**src/core/sdl_pkg.sv**
```systemverilog
package sdl_pkg;
   // ---------------------------------------------------------------
   // Word format
   // ---------------------------------------------------------------
   localparam int          SDL_WORD_BITS  = 16;    // Bits per frame
   localparam logic [4:0]  SDL_BIT_CNT_RST = 5'h00; // Count after reset
   localparam logic [15:0] SDL_CODE_RST   = 16'h0000; // Converter at reset
   localparam logic [4:0]  SDL_FULL_CNT   = 5'h10; // Sixteen bits seen
   // ---------------------------------------------------------------
   // Pin sampling
   // ---------------------------------------------------------------
   localparam int          SDL_SYNC_DEPTH = 2;     // Synchroniser stages

   // Synchronised serial pins
   typedef struct packed {
      logic frame_n;        // Frame select, low active
      logic sclk;           // Serial clock
      logic sdata;          // Serial data
      logic latch_update_n; // Latch update, low active
   } sdl_pins_t;

   // Pin levels while idle; also the synchroniser reset value
   localparam sdl_pins_t SDL_PINS_IDLE = '{frame_n: 1'b1, sclk: 1'b0,
                                          sdata: 1'b0,
                                          latch_update_n: 1'b1};
endpackage

```
**src/core/sdl_latch.sv**
```systemverilog
`timescale 1ns/10ps
// Operation
// RL1: Low frame select bounds one transfer
// RL2: Sample data on each rising serial clock
// RL3: Sixteen bits form one 16-bit code
// RL4: Low latch update copies input to converter
// RL5: First bit lands in bit 15
// RL6: Frame rise after sixteen bits transfers word
// RL7: Clock edges ignored while frame high
// RL8: Host holds latch high during shifting; held low, the frame rise updates the converter at once
// RL9: Converter holds zero until first word
module sdl_latch
   import sdl_pkg::*;
#(
   parameter int WORD_BITS = SDL_WORD_BITS
)(
   input  wire logic                 clk_sys,
   input  wire logic                 rst,
   input  wire logic                 frame_n,
   input  wire logic                 sclk,
   input  wire logic                 sdata,
   input  wire logic                 latch_update_n,
   output logic [WORD_BITS-1:0]      dac_code,
   output logic [WORD_BITS-1:0]      input_word,
   output logic                      word_loaded
);
   // ---------------------------------------------------------------
   // Pin synchronisation
   // ---------------------------------------------------------------
   // Every pin passes two flops before any logic reads it, so a pin
   // change is acted on at the third clock edge after it
   sdl_pins_t pins_raw;      // Raw pins as a bundle
   sdl_pins_t pins;          // Synchronised pins

   // Bundle the raw pins for the synchroniser
   assign pins_raw = '{frame_n: frame_n, sclk: sclk, sdata: sdata,
                       latch_update_n: latch_update_n};

   sdl_sync u_sync (
      .clk_sys  (clk_sys),
      .rst      (rst),
      .pins_in  (pins_raw),
      .pins_out (pins)
   );

   // ---------------------------------------------------------------
   // Edge detection state
   // ---------------------------------------------------------------
   // Delayed copies of the synchronised pins find the edges
   logic sclk_d;             // Previous serial clock
   logic frame_d;            // Previous frame select
   logic sclk_rise;          // Serial clock rising
   logic frame_rise;         // Frame select end

   // Edge decode; the delayed copies reset to the idle pin levels,
   // so leaving reset never shows a false edge
   always_comb begin
      sclk_rise  = pins.sclk & ~sclk_d;
      frame_rise = pins.frame_n & ~frame_d;
   end

   // ---------------------------------------------------------------
   // Shift and transfer state
   // ---------------------------------------------------------------
   // The pending flag lets a word wait between frame end and latch
   logic [WORD_BITS-1:0] shift_reg;      // Input shift register
   logic [WORD_BITS-1:0] next_shift_reg;
   logic [4:0]           bit_cnt;        // Bits seen this frame
   logic [4:0]           next_bit_cnt;
   logic [WORD_BITS-1:0] in_reg;         // Input register
   logic [WORD_BITS-1:0] next_in_reg;
   logic                 pend;           // Word waits for latch
   logic                 next_pend;
   logic [WORD_BITS-1:0] code;           // Converter register
   logic [WORD_BITS-1:0] next_code;
   logic                 loaded;         // Converter just updated
   logic                 next_loaded;

   // Next-state computation: shifting, frame close and
   // converter update for one clock
   always_comb begin
      next_shift_reg = shift_reg;
      next_bit_cnt   = bit_cnt;
      next_in_reg    = in_reg;
      next_pend      = pend;
      next_code      = code;
      next_loaded    = 1'b0;
      if (!pins.frame_n) begin
         // Shift only inside a frame
         if (sclk_rise) begin // RL7
            // MSB first into the low end
            next_shift_reg = {shift_reg[WORD_BITS-2:0],
                              pins.sdata}; // RL2 RL5
            // Count stops at sixteen: extra bits keep the last sixteen
            if (bit_cnt != SDL_FULL_CNT) begin
               next_bit_cnt = bit_cnt + 5'h01; // RL3
            end
         end
      end else if (frame_rise) begin
         // Frame closed: new frame starts count afresh
         next_bit_cnt = SDL_BIT_CNT_RST; // RL1
         // Short frames are dropped whole
         if (bit_cnt == SDL_FULL_CNT) begin
            next_in_reg = shift_reg; // RL6
            next_pend   = 1'b1;      // Word waits for latch
         end
      end
      // Latch low copies input register whole; while held low the
      // frame rise updates the converter at once
      if (!pins.latch_update_n && (next_pend || pend)) begin
         next_code   = next_pend ? next_in_reg : in_reg; // RL4 RL8
         next_pend   = 1'b0;
         next_loaded = 1'b1;
      end
   end

   // State registers
   always_ff @(posedge clk_sys or posedge rst) begin
      if (rst) begin
         sclk_d    <= SDL_PINS_IDLE.sclk;
         frame_d   <= SDL_PINS_IDLE.frame_n;
         shift_reg <= SDL_CODE_RST;
         bit_cnt   <= SDL_BIT_CNT_RST;
         in_reg    <= SDL_CODE_RST;
         pend      <= 1'b0;
         code      <= SDL_CODE_RST; // RL9
         loaded    <= 1'b0;
      end else begin
         // Edge finders follow the synchronised pins
         sclk_d    <= pins.sclk;
         frame_d   <= pins.frame_n;
         shift_reg <= next_shift_reg;
         bit_cnt   <= next_bit_cnt;
         in_reg    <= next_in_reg;
         pend      <= next_pend;
         code      <= next_code;
         loaded    <= next_loaded;
      end
   end

   // Outputs come straight from registers
   assign dac_code    = code;
   assign input_word  = in_reg;
   assign word_loaded = loaded;
endmodule // sdl_latch

```
**src/core/sdl_sync.sv**
```systemverilog
`timescale 1ns/10ps
// ------------------------------------------------------------------
// Two-flop synchroniser for a bundle of pins
// ------------------------------------------------------------------
module sdl_sync
   import sdl_pkg::*;
(
   input  wire logic      clk_sys,
   input  wire logic      rst,
   input  wire sdl_pins_t pins_in,
   output sdl_pins_t      pins_out
);
   sdl_pins_t stage1;        // First stage, read only by second
   sdl_pins_t stage2;        // Second stage

   // Reset to idle levels: frame and latch high
   always_ff @(posedge clk_sys or posedge rst) begin
      if (rst) begin
         stage1 <= SDL_PINS_IDLE;
         stage2 <= SDL_PINS_IDLE;
      end else begin
         stage1 <= pins_in;
         stage2 <= stage1;
      end
   end

   assign pins_out = stage2;
endmodule // sdl_sync

```
**config.mk**
```make
export PLATFORM = sky130hd
export DESIGN_NAME = sdl_latch
export DESIGN_NICKNAME = d
export VERILOG_FILES = /design/src/core/sdl_pkg.sv /design/src/core/sdl_latch.sv /design/src/core/sdl_sync.sv
export SDC_FILE = /design/constraint.sdc
export NUM_CORES = 1
export LEC_CHECK = 0
export BUFFER_PORTS_ARGS = -buffer_cell sky130_fd_sc_hd__buf_2
export CORE_MARGIN = 2
export CORE_UTILIZATION = 50
export CTS_CLUSTER_DIAMETER = 120
export CTS_CLUSTER_SIZE = 30
export DETAILED_ROUTE_END_ITERATION = 10
export PLACE_DENSITY_LB_ADDON = 0.2
export SETUP_SLACK_MARGIN = 0.5
export SLEW_MARGIN = 20
export SYNTH_ARGS = -nofsm -noshare
export SYNTH_HDL_FRONTEND = slang
export SYNTH_SLANG_ARGS = --single-unit
```
**constraint.sdc**
```tcl
create_clock -name clk_sys -period 2.9 [get_ports clk_sys]
set_input_delay 0.145 -clock clk_sys [delete_from_list [all_inputs] [get_ports clk_sys]]
set_output_delay 0.145 -clock clk_sys [all_outputs]
set_load 0.01 [all_outputs]
```
==> summary.md, run 1 <==
Once detail routing completed, the nets flagged for antenna violations numbered 0. In the final routed layout, each cell accounts on average for 17.0 µm. The share of the clock period used by the worst path was 0.751. The count of different cell masters after synthesis was 28; the final number of setup-violating endpoints was 0.

The maximum VDD drop is 0.000321 V. The net count of the finished layout is 240. The critical path is of the reg -> reg type.

Counting the buffers created by CTS gives 9. Summing over every cut layer, the via total after detailed routing is 1,746. The complex-gate fraction of the synthesized area was 0.0802.

Dividing total power by cell area gives a power density of 589 nW/µm². Walking the worst path, the cells encountered are inv_1, ha_1, nand4bb_4, o31ai_4, o221a_2. The top flip-flop cell by instance count after synthesis is dfrtp_1. In this run the number of H-tree levels came out at 3. Slew at the pin with the worst max-slew slack: 783 ps. For the final database, setup skew stands at 9.95 ps. The power spent charging and discharging nets is 0.436 mW, and the number of remaining DRC errors is 0. The run finished with clean final reports.

The run gives 720 ps as the reg2reg setup slack. The number of global-route vias before repair came out at 1,867. The number of slew-limit violations in the final report is 0. The effective utilization at floorplan was 0.528.

The number of failing hold endpoints at the final stage is 0. The first detailed-routing pass took 4 iterations. The tools report the element type at the critical path start as a flop. Yosys printed 0 warnings.

The maximum number of buffers from clock root to sink was 2; the cell area after synthesis was 2730 µm². Once detailed placement completed, the half-perimeter wirelength came to 3300 µm. In this run the worst path has a maximum fanout of 22.

For this design, the sink count on the clock tree is 65. The minimum clock period after layout is 2180 ps. The largest single stage delay on the critical path is 780 ps. Maximum clock frequency: 0.459 GHz. Summing all placed instances gives a cell area of 2960 µm². After synthesis, the cell types taking the most area are dfrtp_1 (55%), mux2_2 (7.8%), o221a_2 (5.8%). The count of hold buffers inserted by post-cts repair was 5; the share of synthesized flip-flops with an asynchronous set or reset was 1.00. The min-delay analysis places its worst path in the category reg -> reg. When the netlist entered floorplanning its net count stood at 195. The static power due to leakage was 1.56 nW.

The tools report the buffer type at the clock tree root as clkbuf_8. The multi-input combinational cells in the finished layout cover a total of 1000 µm². The first routing iteration left 100 violations.

The sum of routed wire length over all layers was 5220 µm. For the core area, the log shows 5170 µm². The critical path data required time came out at 3160 ps.

The post-synthesis cell type with the largest combined area is dfrtp_1. Proportion of layout cells with a drive suffix above 1: 0.477. The simple-gate portion of the synthesized area is 0.134.

STA classifies the critical path endpoint as a flop. The later pin in the worst-skew pair is clocked with a latency of 330 ps. By area, the combinational part of the netlist is dominated by multiplexers. Setup repair after global routing left no endpoint under its margin.

Leaving out fill and tap cells, the most frequent cells in the layout are dfrtp_1 (60), buf_2 (38), mux2_2 (19), or4_1 (16), o221a_2 (14). The repair_antennas step left the layout with diodes totalling 0. Standard cell with the maximum stage delay on the critical path: o31ai_4. Net switching fraction of the power: 0.231. The synthesized area divided by synthesized cell count is 14.6 µm². The xor/xnor share of the synthesized area came out at 0. Measured along the y axis, the die boundary spans 77.9 µm. After detailed routing, the number of vias per cell comes to 5.69. The area added between synthesis and finish was 17.3%. The largest net degree at the start of global routing came out at 37. The adder-cell share of the synthesized area was 0.00917. The run gives 0.598 as the sequential area share after synthesis. After global routing the overflow that remains totals 0. After clock tree synthesis, the clock-pin slew on the worst setup and hold paths is 70 ps. The width of the die was 77.9 µm. The run gives 0.393 as the share of power burned in the clock network. The die covers 6070 µm². The relative contribution of combinational cells to total power came out at 0.056. The cell count after synthesis came out at 187. In this run, synthesis inferred 0 flip-flops with an integrated enable. Gates resized during post-CTS repair numbered 0. The library cell used most frequently in the layout, excluding fill and tap cells, is dfrtp_1. For the relative contribution of sequential cells to total power, the log shows 0.550.

The filler cells instantiated in the layout total 414. In the final layout, flip-flops and latches occupy 1630 µm². The count of state elements after synthesis is 65. The finished cells cover 3200 µm².

The number of I/O port buffers is 38. The data arrival time of the critical path came out at 2440 ps. TritonCTS built the clock tree. The floorplan has 26 rows. The number of antenna violations at the first check in global routing is 0. The area share of the largest cell type after synthesis is 0.550, and the combined global-route utilization of all metal layers is 0.191.

After routing, the total negative slack on setup checks comes to 0 ps. The number of buffers inserted to repair setup after CTS was 0. The multiplexer share of the synthesized area was 0.143; the wire length of the first global-routing pass was 9030 µm. The relative slew slack is 0.478, and the number of max-cap violations is 0. Routability-driven placement finished with a final weighted congestion of 0.695. The cell internal power dissipation is 1.45 mW, and the number of primary I/O pins is 39.
[synth_stat cells, drive strengths merged (2+ instances only)]
master / n
dfrtp: 60
o221a: 16
nand3: 3
ha: 2
o21ai: 2
buf: 8
dfstp: 5
or4: 16
nand4: 2
mux2i: 3
or3b: 15
clkbuf: 6
nand2b: 2
mux2: 32
inv: 3
nand2: 5
[worst max-delay path: cells and delay by family (launching register included)]
family	cells	cell delay [ps]
buffers and inverters	1	90
DFF	1	410
and+or+nand+nor	1	320
AOI/OAI and AO/OA	2	1090
adders and majority gates	1	200
[worst paths after layout]
kind / end / depth (start not counted) / start
max: dac_code[5] / 5 / bit_cnt[0]
min: u_sync.pins_out[1] / 0 / u_sync.stage1[1]
max reg2reg: dac_code[5] / 5 / bit_cnt[0]
min reg2reg: u_sync.pins_out[1] / 0 / u_sync.stage1[1]
max in group asynchronous: u_sync.stage1[1] / 4 / rst
min in group asynchronous: shift_reg[12] / 3 / rst
[per-stage QoR]
stage / cells / utilization / setup WS, ps / hold WS, ps / power, mW
final: 307 / 0.619 / 721 / 350 / 1.89
after global routing: 307 / 0.619 / 579 / 365 / 1.97
after CTS: 307 / 0.619 / 709 / 355 / 1.91
after detailed placement: 286 / 0.573 / 748 / 252 / 1.16
after global placement: 286 / 0.573 / 849 / 253 / 1.14
after floorplan: 187 / - / 1140 / 149 / 1.11
[metal layers]
metal | part of all wire | routed length [µm] | up-vias | track usage
li1 | - | - | 801 | -
met1 | 0.44 | 2290 | 898 | 0.240
met2 | 0.51 | 2680 | 45 | 0.319
met3 | 0.043 | 222 | 2 | 0.0523
met4 | 0.0048 | 25 | 0 | 0.0649
met5 | 0 | 0 | - | 0
[power by group through the flow]
stage / logic (mW) / clock network (mW) / registers [mW]
2_1_floorplan: 0.0870 / 0 / 1.03
3_3_place_gp: 0.0979 / 0 / 1.05
3_5_place_dp: 0.104 / 0 / 1.05
4_1_cts: 0.111 / 0.758 / 1.04
5_1_grt: 0.121 / 0.803 / 1.05
6_report: 0.107 / 0.742 / 1.04
[logic make-up after synthesis]
kind of cell	count (synthesis)
DFF	65
buffers and inverters	17
and+or+nand+nor	48
AOI/OAI and AO/OA	20
muxes	35
adders and majority gates	2
[area by class of cell]
cell class | count | share of cell area
Clock buffer | 13 | 0.0465
Sequential cell | 65 | 0.510
Clock inverter | 3 | 0.0125
Tap cell | 70 | 0.0273
Inverter | 3 | 0.00352
Multi-Input combinational cell | 105 | 0.314
Timing Repair Buffer | 48 | 0.0867
Note: power is estimated with default switching activity, not from simulation.
==> run 2: changes to the inputs <==
==> constraint.sdc (replaced) <==
create_clock -name clk_sys -period 1.8 [get_ports clk_sys]
set_input_delay 0.09 -clock clk_sys [delete_from_list [all_inputs] [get_ports clk_sys]]
set_output_delay 0.09 -clock clk_sys [all_outputs]
set_load 0.01 [all_outputs]
==> summary.md, run 2 (synthesis gave the netlist of run 1 again) <==
No sink is reached through more buffers than the 2 on the longest clock path. For the final routed database, the setup TNS stands at 0 ps. The post-detailed-route wirelength per cell was 19.1 µm; the count of clock tree sinks was 65. Category of the critical setup timing path: reg -> reg. The number of I/O port buffers works out to 38. The worst setup path is launched from a flop. For the antenna diode count, the log shows 0. The combined global-route utilization of all metal layers was 0.234.

Data on the critical path is required at its endpoint by 2070 ps. The source of the worst register-to-register timing path was bit_cnt[0]. The first detailed-routing pass ran for 4 iterations. The logs give 9 for the number of buffers created by CTS and 26 for the site row count. The clock latency reported for the late side of the worst-skew pair is 330 ps. After detailed routing, the number of vias per cell comes to 5.64. The area growth from synthesis to layout is 42.9%. The worst reg-to-reg path cell count came out at 7. Max-cap violations in this run came to 0. The die covers 6070 µm². During I/O placement, the number of pins put on the boundary was 39. The core region is 5170 µm². The first routing iteration left 91 violations. Number of failing hold endpoints at the final stage: 0.

For the final database, setup skew stands at 9.43 ps. The tools report the effective utilization at floorplan as 0.528. Relative slew slack: 0.550. The library cell used most frequently in the layout, excluding fill and tap cells, is dfrtp_1.

In this run the worst hold path is classified as reg -> reg. In the routed design, unresolved DRC markers number 0. The vertical die dimension came out at 77.9 µm. The tree is rooted in a clkbuf_8.

The H-tree depth came out at 3. The maximum clock frequency is 0.590 GHz, and the count of nets after finishing is 267. Summed over all layers, the global routing overflow is 0. The logs give 0.000743 V for the maximum VDD drop and 3530 µm for the HPWL after detailed placement. TritonCTS built the clock tree.

The slew at the pin with the worst max-slew slack was 673 ps. Of all nets on the critical path, the largest fanout is 8. Data arrives at the worst endpoint at 1960 ps. The run finished with clean final reports.

The worst register-to-register path ends at dac_code[5]. Setup repair after global routing could not meet its margin everywhere. The clock-pin slew of the registers on the worst-case setup and hold paths is 70 ps. For this block, the routed nets add up to 6390 µm of wire. For the reg2reg setup slack, the log shows 110 ps. The number of global-route vias before repair was 2,059. The top cell types in the final layout, fill and taps aside, are dfrtp_1 (60), buf_2 (38), mux2_4 (31), or4_1 (14), or3b_2 (12). Setup violations remaining at the end of the flow were counted as 0. Summed over all cells, the static leakage comes to 1.83 nW. Origin of the worst setup path: bit_cnt[0].

The number of slew-limit violations in the final report is 0, and the share of the clock period used by the worst path is 0.941. STA classifies the critical path endpoint as a flop. For the largest net degree at the start of global routing, the log shows 36. After layout, the design draws a total of 3.18 mW. The wire length of the first global-routing pass is 10,700 µm. The proportion of layout cells with a drive suffix above 1 was 0.610.

For the placer's final routability congestion estimate, the log shows 0.852. The tools report the number of antenna violations at the first check in global routing as 0. End of the critical path: dac_code[5]. From left edge to right edge, the die measures 77.9 µm. For this design the ratio of total power to cell area is 816 nW/µm². For the finished layout, the period the worst path requires is 1690 ps.

The residual antenna-violating net count after detailed routing came out at 0. The routed layout has 1,883 vias.
run 2: cell types whose count changed in the layout (fill, tap and decap cells not counted), moves of 5 or more:
cell / delta
mux2_4: +31
mux2_2: -18
mux2_1: -13
buf_6: +11
o221a_2: -10
o221a_4: +10
buf_12: +5
buf_16: +5
run 2: power breakdown:
part           internal, mW  switching, mW
sequential             1.57          0.109
clock                 0.675          0.515
combinational         0.195          0.121
run 2: worst min path at each step:
| stage | cells past startpoint | from | end | slack (ps) |
|---|---|---|---|---|
| after CTS | 0 | u_sync.stage1[3] | u_sync.pins_out[3] | 370 |
| after detailed placement | 1 | frame_n | u_sync.stage1[3] | 200 |
| after floorplan | 0 | latch_update_n | u_sync.stage1[0] | 90 |
| after global routing | 0 | u_sync.stage1[1] | u_sync.pins_out[1] | 370 |
| after global placement | 2 | rst | input_word[3] | 200 |
| final | 0 | u_sync.stage1[1] | u_sync.pins_out[1] | 360 |
run 2: layout make-up:
type / instances / area (µm²)
fill: 315 / 1270
timing repair buffer: 75 / 717
inverter: 3 / 15.0
clock inverter: 3 / 40.0
multi-input combinational: 105 / 1260
sequential: 65 / 1630
tap: 70 / 87.6
clock buffer: 13 / 149
run 2: through the flow:
| step | hold WS [ps] | utilization | area, µm² | setup WS (ps) | instances |
|---|---|---|---|---|---|
| after CTS | 366 | 0.743 | 3840 | 117 | 333 |
| after floorplan | 94.5 | - | 2800 | 128 | 187 |
| final | 360 | 0.754 | 3900 | 106 | 334 |
| after global placement | 196 | 0.603 | 3120 | 110 | 295 |
| after global routing | 365 | 0.754 | 3900 | 23.6 | 334 |
| after detailed placement | 199 | 0.603 | 3120 | 62.4 | 295 |
run 2: worst max-delay path, stage by stage, from the launching register on:
cell and delay [ps]:
dfrtp_1 400, inv_2 100, ha_4 140, nand4bb_4 160
buf_6 180, o31ai_4 250, buf_6 210, o221a_2 190
run 2: timing repair:
item	4_1_cts	5_1_grt
endpoints found under the hold margin	29	0
gates cloned	7	0
pin swaps	19	4
endpoints found under the setup margin	55	55
setup buffers	10	1
resized for setup	47	14
hold buffers	5	0
run 2: layer usage:
metal,track usage,vias up,share of wire
li1,-,860,-
met1,0.304,980,0.45
met2,0.391,35,0.50
met3,0.0384,8,0.032
met4,0.0947,0,0.015
met5,0,-,0
